<file path="src/rtl/aps_pkg.sv">
// constants, field layouts and carriers of the auxiliary port / slave port block
// assumes one 125 MHz clock, synchronous active-high reset, avalon-mm register access
package aps_pkg;

  // =====================================================================
  // register indices; byte address is four times the index
  localparam logic [7:0] REG_DATA_PORT    = 8'h08;
  localparam logic [7:0] REG_AUX_PINS     = 8'h09;
  localparam logic [7:0] REG_IRQ_STATUS   = 8'h0C;
  localparam logic [7:0] REG_AUX_DIR_STAT = 8'h89;
  localparam logic [7:0] REG_IRQ_MASK     = 8'h8C;
  localparam logic [7:0] REG_ANALOG_CFG   = 8'h9F;

  // =====================================================================
  // field positions of the direction/status register; BIT_IRQ_SLAVE is bit 0 of the irq status and mask registers
  localparam int BIT_INPUT_FULL   = 7;
  localparam int BIT_OUTPUT_FULL  = 6;
  localparam int BIT_OVERFLOW     = 5;
  localparam int BIT_SLAVE_SELECT = 4;
  localparam int BIT_IRQ_SLAVE    = 0;

  // =====================================================================
  // reset values
  localparam logic [2:0] RST_DIRECTION  = 3'h7;
  localparam logic [2:0] RST_ANALOG_CFG = 3'h0;
  localparam logic [2:0] RST_PIN_LATCH  = 3'h0;
  localparam logic [7:0] RST_DATA_LATCH = 8'h00;
  // pin_config_field values with both upper bits set make the pins digital
  localparam logic [1:0] CFG_DIGITAL_HI = 2'h3;

  // =====================================================================
  // carriers
  typedef struct packed {
    logic sel_n;
    logic wr_n;
    logic rd_n;
  } aps_strobe_s;

endpackage

</file>
<file path="src/rtl/aps_top.sv">
// auxiliary three-pin port with parallel slave port control and status
// assumes pins are asynchronous to ref_clk; registers reached over avalon-mm
module aps_top
  import aps_pkg::*;
(
  input  wire logic        ref_clk,
  input  wire logic        rst,
  input  wire logic [9:0]  avs_address,
  input  wire logic        avs_read,
  input  wire logic        avs_write,
  input  wire logic [31:0] avs_writedata,
  input  wire logic [3:0]  avs_byteenable,
  output logic      [31:0] avs_readdata,
  output logic             avs_waitrequest,
  output logic             irq,
  input  wire logic [2:0]  aux_pin_in,
  output logic      [2:0]  aux_pin_out,
  output logic      [2:0]  aux_pin_oe_n,
  input  wire logic [7:0]  data_bus_in,
  output logic      [7:0]  data_bus_out,
  output logic      [7:0]  data_bus_oe_n
);

  // =====================================================================
  // pin synchronisers: three stages, a change counts when stages 2 and 3 agree
  logic [2:0]  pin_s1_ff;
  logic [2:0]  pin_s2_ff;
  logic [2:0]  pin_s3_ff;
  logic [2:0]  pin_filt_ff;
  logic [7:0]  bus_s1_ff;
  logic [7:0]  bus_s2_ff;
  logic [7:0]  bus_s3_ff;
  logic [7:0]  bus_filt_ff;

  always_ff @(posedge ref_clk) begin
    pin_s1_ff <= aux_pin_in;
    pin_s2_ff <= pin_s1_ff;
    pin_s3_ff <= pin_s2_ff;
    bus_s1_ff <= data_bus_in;
    bus_s2_ff <= bus_s1_ff;
    bus_s3_ff <= bus_s2_ff;
  end

  // strobes start deasserted so reset never fakes a cycle
  always_ff @(posedge ref_clk) begin
    if (rst) begin
      pin_filt_ff <= 3'h7;
      bus_filt_ff <= 8'h00;
    end else begin
      for (int i = 0; i < 3; i++) begin
        if (pin_s2_ff[i] == pin_s3_ff[i]) begin
          pin_filt_ff[i] <= pin_s3_ff[i];
        end
      end
      for (int i = 0; i < 8; i++) begin
        if (bus_s2_ff[i] == bus_s3_ff[i]) begin
          bus_filt_ff[i] <= bus_s3_ff[i];
        end
      end
    end
  end

  // =====================================================================
  // state
  logic [2:0]  direction_ff;
  logic        slave_port_select_ff;
  logic        input_full_flag_ff;
  logic        output_full_flag_ff;
  logic        input_overflow_flag_ff;
  logic [2:0]  pin_config_field_ff;
  logic [2:0]  pin_latch_ff;
  logic [7:0]  out_latch_ff;
  logic [7:0]  in_latch_ff;
  logic        slave_port_irq_flag_ff;
  logic        irq_enable_ff;
  logic        wr_act_ff;
  logic        rd_act_ff;
  logic        wait_ff;
  logic [31:0] rdata_ff;
  logic        irq_ff;
  logic [2:0]  pin_out_ff;
  logic [2:0]  pin_oe_n_ff;
  logic [7:0]  bus_out_ff;
  logic [7:0]  bus_oe_n_ff;

  // =====================================================================
  // slave port cycle detection
  aps_strobe_s strobe;
  wire         pins_digital = (pin_config_field_ff[2:1] == CFG_DIGITAL_HI);
  wire  [2:0]  analog_mask  = pins_digital ? 3'h0 : 3'h7;
  assign strobe = aps_strobe_s'(pin_filt_ff);

  // select high masks both strobes
  wire wr_act    = slave_port_select_ff && !strobe.sel_n && !strobe.wr_n;
  wire rd_act    = slave_port_select_ff && !strobe.sel_n && !strobe.rd_n;
  wire wr_done   = wr_act_ff && !wr_act;
  wire rd_start  = rd_act && !rd_act_ff;
  wire rd_done   = rd_act_ff && !rd_act;

  // =====================================================================
  // avalon-mm slave: one wait cycle, then one cycle with waitrequest low
  wire       req      = avs_read || avs_write;
  wire       accept   = req && !wait_ff;
  wire [7:0] reg_idx  = avs_address[9:2];
  wire       lane0    = avs_byteenable[0];
  wire       wr_ok    = accept && avs_write && lane0;

  wire sel_data   = (reg_idx == REG_DATA_PORT);
  wire sel_pins   = (reg_idx == REG_AUX_PINS);
  wire sel_istat  = (reg_idx == REG_IRQ_STATUS);
  wire sel_dir    = (reg_idx == REG_AUX_DIR_STAT);
  wire sel_imask  = (reg_idx == REG_IRQ_MASK);
  wire sel_acfg   = (reg_idx == REG_ANALOG_CFG);

  wire       wr_data  = wr_ok && sel_data;
  wire       wr_pins  = wr_ok && sel_pins;
  wire       wr_istat = wr_ok && sel_istat;
  wire       wr_dir   = wr_ok && sel_dir;
  wire       wr_imask = wr_ok && sel_imask;
  wire       wr_acfg  = wr_ok && sel_acfg;
  wire       rd_data  = accept && avs_read && sel_data;
  wire [7:0] wdat     = avs_writedata[7:0];

  wire [7:0] dir_stat_view = {input_full_flag_ff, output_full_flag_ff,
                              input_overflow_flag_ff, slave_port_select_ff,
                              1'b0, direction_ff};
  wire [7:0] pins_view     = {5'h00, pin_filt_ff & ~analog_mask};

  logic [7:0] rd_mux;
  always_comb begin
    if (sel_data) begin
      rd_mux = in_latch_ff;
    end else if (sel_pins) begin
      rd_mux = pins_view;
    end else if (sel_istat) begin
      rd_mux = {7'h00, slave_port_irq_flag_ff};
    end else if (sel_dir) begin
      rd_mux = dir_stat_view;
    end else if (sel_imask) begin
      rd_mux = {7'h00, irq_enable_ff};
    end else if (sel_acfg) begin
      rd_mux = {5'h00, pin_config_field_ff};
    end else begin
      rd_mux = 8'h00;
    end
  end

  always_ff @(posedge ref_clk) begin
    if (rst) begin
      wait_ff  <= 1'b1;
      rdata_ff <= 32'h0000_0000;
    end else begin
      wait_ff  <= !(req && wait_ff);
      if (req && wait_ff) begin
        rdata_ff <= {24'h00_0000, rd_mux};
      end
    end
  end

  // =====================================================================
  // control registers written by software
  always_ff @(posedge ref_clk) begin
    if (rst) begin
      direction_ff         <= RST_DIRECTION;
      slave_port_select_ff <= 1'b0;
      pin_config_field_ff  <= RST_ANALOG_CFG;
      pin_latch_ff         <= RST_PIN_LATCH;
      out_latch_ff         <= RST_DATA_LATCH;
      irq_enable_ff        <= 1'b0;
    end else begin
      if (wr_dir) begin
        direction_ff         <= wdat[2:0];
        slave_port_select_ff <= wdat[BIT_SLAVE_SELECT];
      end
      if (wr_acfg) begin
        pin_config_field_ff <= wdat[2:0];
      end
      if (wr_pins) begin
        pin_latch_ff <= wdat[2:0];
      end
      if (wr_data) begin
        out_latch_ff <= wdat;
      end
      if (wr_imask) begin
        irq_enable_ff <= wdat[BIT_IRQ_SLAVE];
      end
    end
  end

  // =====================================================================
  // slave port flags; hardware set wins over software clear
  wire nxt_input_full  = slave_port_select_ff && (wr_done || (input_full_flag_ff && !rd_data));
  wire nxt_output_full = slave_port_select_ff && !rd_start && (wr_data || output_full_flag_ff);
  wire nxt_overflow    = (wr_done && input_full_flag_ff) ||
                         (input_overflow_flag_ff && !(wr_dir && !wdat[BIT_OVERFLOW]));
  wire nxt_irq_flag    = wr_done || rd_done ||
                         (slave_port_irq_flag_ff && !(wr_istat && wdat[BIT_IRQ_SLAVE]));

  always_ff @(posedge ref_clk) begin
    if (rst) begin
      input_full_flag_ff     <= 1'b0;
      output_full_flag_ff    <= 1'b0;
      input_overflow_flag_ff <= 1'b0;
      slave_port_irq_flag_ff <= 1'b0;
      in_latch_ff            <= RST_DATA_LATCH;
      wr_act_ff              <= 1'b0;
      rd_act_ff              <= 1'b0;
    end else begin
      input_full_flag_ff     <= nxt_input_full;
      output_full_flag_ff    <= nxt_output_full;
      input_overflow_flag_ff <= nxt_overflow;
      slave_port_irq_flag_ff <= nxt_irq_flag;
      wr_act_ff              <= wr_act;
      rd_act_ff              <= rd_act;
      // keep following the bus while the write strobe is held, so the last
      // stable byte before the strobe rises is what stays in the latch
      if (wr_act) begin
        in_latch_ff <= bus_filt_ff;
      end
    end
  end

  // =====================================================================
  // registered outputs
  always_ff @(posedge ref_clk) begin
    if (rst) begin
      irq_ff      <= 1'b0;
      pin_out_ff  <= RST_PIN_LATCH;
      pin_oe_n_ff <= RST_DIRECTION;
      bus_out_ff  <= RST_DATA_LATCH;
      bus_oe_n_ff <= 8'hFF;
    end else begin
      irq_ff      <= slave_port_irq_flag_ff && irq_enable_ff;
      pin_out_ff  <= pin_latch_ff;
      // analog mode does not override direction, software must keep inputs
      pin_oe_n_ff <= direction_ff;
      bus_out_ff  <= out_latch_ff;
      bus_oe_n_ff <= rd_act ? 8'h00 : 8'hFF;
    end
  end

  assign avs_readdata    = rdata_ff;
  assign avs_waitrequest = wait_ff;
  assign irq             = irq_ff;
  assign aux_pin_out     = pin_out_ff;
  assign aux_pin_oe_n    = pin_oe_n_ff;
  assign data_bus_out    = bus_out_ff;
  assign data_bus_oe_n   = bus_oe_n_ff;

endmodule

</file>
<file path="config.mk">
export PLATFORM = sky130hd
export DESIGN_NAME = aps_top
export DESIGN_NICKNAME = d
export VERILOG_FILES = /design/src/rtl/aps_pkg.sv /design/src/rtl/aps_top.sv
export SDC_FILE = /design/constraint.sdc
export NUM_CORES = 1
export LEC_CHECK = 0
export ABC_AREA = 1
export ABC_CLOCK_PERIOD_IN_PS = 1500
export BUFFER_PORTS_ARGS = -buffer_cell sky130_fd_sc_hd__clkbuf_2
export CAP_MARGIN = 20
export CORE_ASPECT_RATIO = 2
export CORE_MARGIN = 2
export CORE_UTILIZATION = 52
export CTS_BUF_LIST = sky130_fd_sc_hd__clkbuf_2
export DETAILED_ROUTE_END_ITERATION = 8
export PLACE_DENSITY = 0.83
export SYNTH_ARGS = -nofsm -noshare
export SYNTH_HDL_FRONTEND = slang
export SYNTH_SLANG_ARGS = --single-unit
</file>
<file path="constraint.sdc">
create_clock -name ref_clk -period 1.5 [get_ports ref_clk]
set_input_delay 0.3 -clock ref_clk [delete_from_list [all_inputs] [get_ports ref_clk]]
set_output_delay 0.3 -clock ref_clk [all_outputs]
set_load 0.005 [all_outputs]
</file>
==> qor.log <==
[synthesis] sequential cell area fraction in the yosys report 0.5816
[sta] final period demand of the worst path 1.461 ns
[critical_path] critical-path maximum fanout 3
[global_route] vias in the first global route 2609
[die] floorplan row count 42
[sta] Max Freq 684.3 MHz
[routing] Vias/cell 4.720
[critical_path] biggest cell delay along the critical path 0.45 ns
[synthesis] fraction of registers with async set/reset 0
[critical_path] cell family with the largest share of critical-path delay flip-flops
[critical_path] list of cells traversed by the critical path clkbuf_2
[clock_network] cell at the root of the clock tree sky130_fd_sc_hd__clkbuf_2
[routing] overall via count from detail_route 2662
[routing] total length of routed wires 6466 µm
[synthesis] Synth area leader sky130_fd_sc_hd__dfxtp_1
[synthesis] Main synth FF type sky130_fd_sc_hd__dfxtp_1
[power] part of the total power dissipated in sequential elements 0.659
[die] effective utilization at floorplan 0.5345
[synthesis] Cells after Synth 391
[synthesis] leading post-synthesis cells by cell area sky130_fd_sc_hd__dfxtp_1 58%, sky130_fd_sc_hd__buf_4 6.6%, sky130_fd_sc_hd__a21oi_1 5.6%
[job] total of max-cap violations 0
[power] internal power consumption 0.003291 W
[synthesis] synthesis warning total 0
[cells_and_area] Area Growth Syn to Fin 15.97%
[sta] setup tns final 0 ns
[critical_path] Crit. End Element primary output
[clock_network] maximum clock path buffer count 2
[placed_design] area of placed instances 3779 µm²
[routing] violation count after the first detailed-route iteration 191
[synthesis] post-synthesis cell type count 31
[global_route] wire length of the first global-routing pass 10560 µm
[sta] worst-case clock skew 0.02591 ns
[clock_network] CTS tree yes
[power] combinational power share 0.060
[critical_path] element type at the critical path start flip-flop
[routing] routed len/inst 11.46 µm
[routing] detailed-router iteration count before antenna repair 5
[sta] Hold Violations, Final 0
[synthesis] share of the synthesized area in the top cell type 0.5816
[clock_network] clk slew on worst S/H paths 0.25 ns
[global_route] grt ovf 0
[cells_and_area] fraction of layout instances using a drive strength above 1 0.2269
[die] number of primary I/O pins 117
[critical_path] data arrival time of the worst path 1.16 ns
[sta] number of pins exceeding their max-slew limit in the final report 0
[critical_path] critical path's slowest cell sky130_fd_sc_hd__dfxtp_1
[cells_and_area] Antenna diodes 0
[synthesis] synthesized area 3511 µm²
[routing] drt drc 0
[synthesis] #FFs+latches synth 102
[critical_path] Buffers & Inverters on Critical Path 1
[sta] final number of setup-violating endpoints 0
[power] switching power share of the total 0.2339
[placed_design] estimated wirelength of the detail-placed design 4852 µm
[clock_network] Skew-Pair Late Insertion Delay 0.57 ns
[die] DIE WIDTH 62.10 µm
[synthesis] number of enable-type register cells in the synthesized netlist 0
[die] Die Footprint 7464 µm²
[power] Clock Power Share 0.281
[critical_path] Required @ worst endpoint 1.20 ns
[sta] share of the clock period used by the worst path after layout 0.9742
[clock_network] clock tree sinks 102
[cells_and_area] Final Cell Area 4071 µm²
[clock_network] number of buffers inserted during clock tree synthesis 9
[power] peak ir drop on the vdd network 749.9 µV
[placed_design] routability-driven placement congestion ratio 0.8450
[synthesis] average cell area after synthesis 8.979 µm²
[sta] unrepaired setup endpoints after global routing no
[power] total power density per cell area 1055 nW/µm²
[placed_design] number of I/O port buffers 63
[power] Net Switching 0.001005 W
[die] die extent in y 120.2 µm
[global_route] initial antenna violation count 0
[clock_network] H-tree depth 3
[status] status complete, no violations
[power] standby leakage power 1.832 nW
[cells_and_area] layout net count 533
[global_route] largest net degree at the start of global routing 24
[die] area of the core 6569 µm²
[routing] Detail Route Antenna Nets 0
[critical_path] Setup Crit Path Kind reg -> out
[global_route] Tot GR Track Use 0.1824
[hold_path] worst hold-check path type in -> reg
[cell usage in the layout, fill, tap and decap left out, drive strengths merged]
cell type,count
dfxtp,102
o211ai,4
nor3,3
nand4,2
nand3,18
a31oi,1
inv,49
bufinv,1
buf,8
or3,1
o221ai,2
clkbuf,73
o21ai,44
nand2,42
dlygate4sd3,18
clkinvlp,1
nor2,37
nor3b,1
conb,24
clkinv,3
a21oi,42
[state kept, by name, indices dropped and copies added (netlist names), 3 cells and up]
| name | cells |
|---|---|
| pin_s3_ff | 3 |
| pin_s2_ff | 3 |
| avs_readdata | 8 |
| data_bus_out | 8 |
| direction_ff | 3 |
| pin_latch_ff | 3 |
| in_latch_ff | 8 |
| aux_pin_oe_n | 3 |
| pin_filt_ff | 3 |
| bus_s3_ff | 8 |
| pin_s1_ff | 3 |
| bus_filt_ff | 8 |
| bus_s1_ff | 8 |
| aux_pin_out | 3 |
| bus_s2_ff | 8 |
| out_latch_ff | 8 |
| pin_config_field_ff | 3 |
[cells by family (layout without fill, tap and decap cells)]
| family | count (synthesis) | in the layout | synth area share |
|---|---|---|---|
| flops | 102 | 102 | 0.5816 |
| compound gates | 93 | 93 | 0.1443 |
| buf+inv | 91 | 153 | 0.1390 |
| simple gates | 104 | 104 | 0.1340 |
| other cells | 1 | 24 | 0.001068 |
[synth_stat cells (2+ instances only)]
library cell,n
sky130_fd_sc_hd__nand2_2,2
sky130_fd_sc_hd__buf_2,3
sky130_fd_sc_hd__o21ai_0,35
sky130_fd_sc_hd__nor2_1,33
sky130_fd_sc_hd__inv_1,41
sky130_fd_sc_hd__dfxtp_1,102
sky130_fd_sc_hd__nor2_4,2
sky130_fd_sc_hd__buf_4,31
sky130_fd_sc_hd__o21ai_1,6
sky130_fd_sc_hd__a21oi_2,3
sky130_fd_sc_hd__nor2_2,2
sky130_fd_sc_hd__nand2_1,39
sky130_fd_sc_hd__o221ai_1,2
sky130_fd_sc_hd__o211ai_1,4
sky130_fd_sc_hd__clkbuf_1,3
sky130_fd_sc_hd__buf_6,2
sky130_fd_sc_hd__inv_2,7
sky130_fd_sc_hd__a21oi_1,39
sky130_fd_sc_hd__nor3_1,3
sky130_fd_sc_hd__o21ai_2,3
sky130_fd_sc_hd__nand4_1,2
sky130_fd_sc_hd__nand3_1,17
sky130_fd_sc_hd__buf_1,2
[power by group through the flow]
stage	clock (W)	sequential, W	combinational [W]
floorplan	0	0.00287	0.000170
global placement	0	0.00288	0.000213
detailed placement	0	0.00288	0.000220
CTS	0.00125	0.00283	0.000257
global route	0.00134	0.00284	0.000289
finish	0.00121	0.00283	0.000258
[repair_timing]
item                       in CTS  in global routing
hold buffers                   18                  0
gates resized for setup         1                  1
hold endpoints to repair       22                  0
setup buffers                   0                  0
setup endpoints to repair       8                  8
[path summary, 6_finish.rpt]
kind | from | end | slack (ns) | depth (start not counted)
setup / recovery | avs_waitrequest$_SDFF_PP1_ | avs_waitrequest | 0.04 | 1
hold / removal | avs_writedata[7] | out_latch_ff[7]$_SDFFE_PP0P_ | 0.06 | 3
setup reg to reg | slave_port_select_ff$_SDFFE_PP0P_ | in_latch_ff[7]$_SDFFE_PP0P_ | 0.15 | 5
hold reg to reg | pin_s1_ff[0]$_DFF_P_ | pin_s2_ff[0]$_DFF_P_ | 0.33 | 0
[area by class of cell]
type / instances / area, µm²
Clock buffer: 10 / 50.05
Clock inverter: 5 / 58.81
Fill cell: 585 / 2497
Inverter: 49 / 183.9
Multi-Input combinational cell: 221 / 1067
Sequential cell: 102 / 2046
Tap cell: 88 / 110.1
Timing Repair Buffer: 89 / 555.5
[through the flow]
step	hold WS, ns	setup slack (ns)	utilization	power [W]	instances
3_5_place_dp	0.3121	0.07157	0.5752	0.003104	531
6_report	0.05617	0.03868	0.6198	0.004296	564
4_1_cts	0.03147	0.02310	0.6194	0.004343	564
2_1_floorplan	0.3096	0.2930	-	0.003043	414
3_3_place_gp	0.3104	0.1180	0.5752	0.003093	531
5_1_grt	0.04753	0.006938	0.6198	0.004468	564
[per-layer routing]
layer	track usage	part of all wire
met4	0.1708	0.063
met2	0.3451	0.55
met1	0.1554	0.35
met5	0	0
met3	0.03163	0.040
Note: power is estimated with default switching activity, not from simulation.
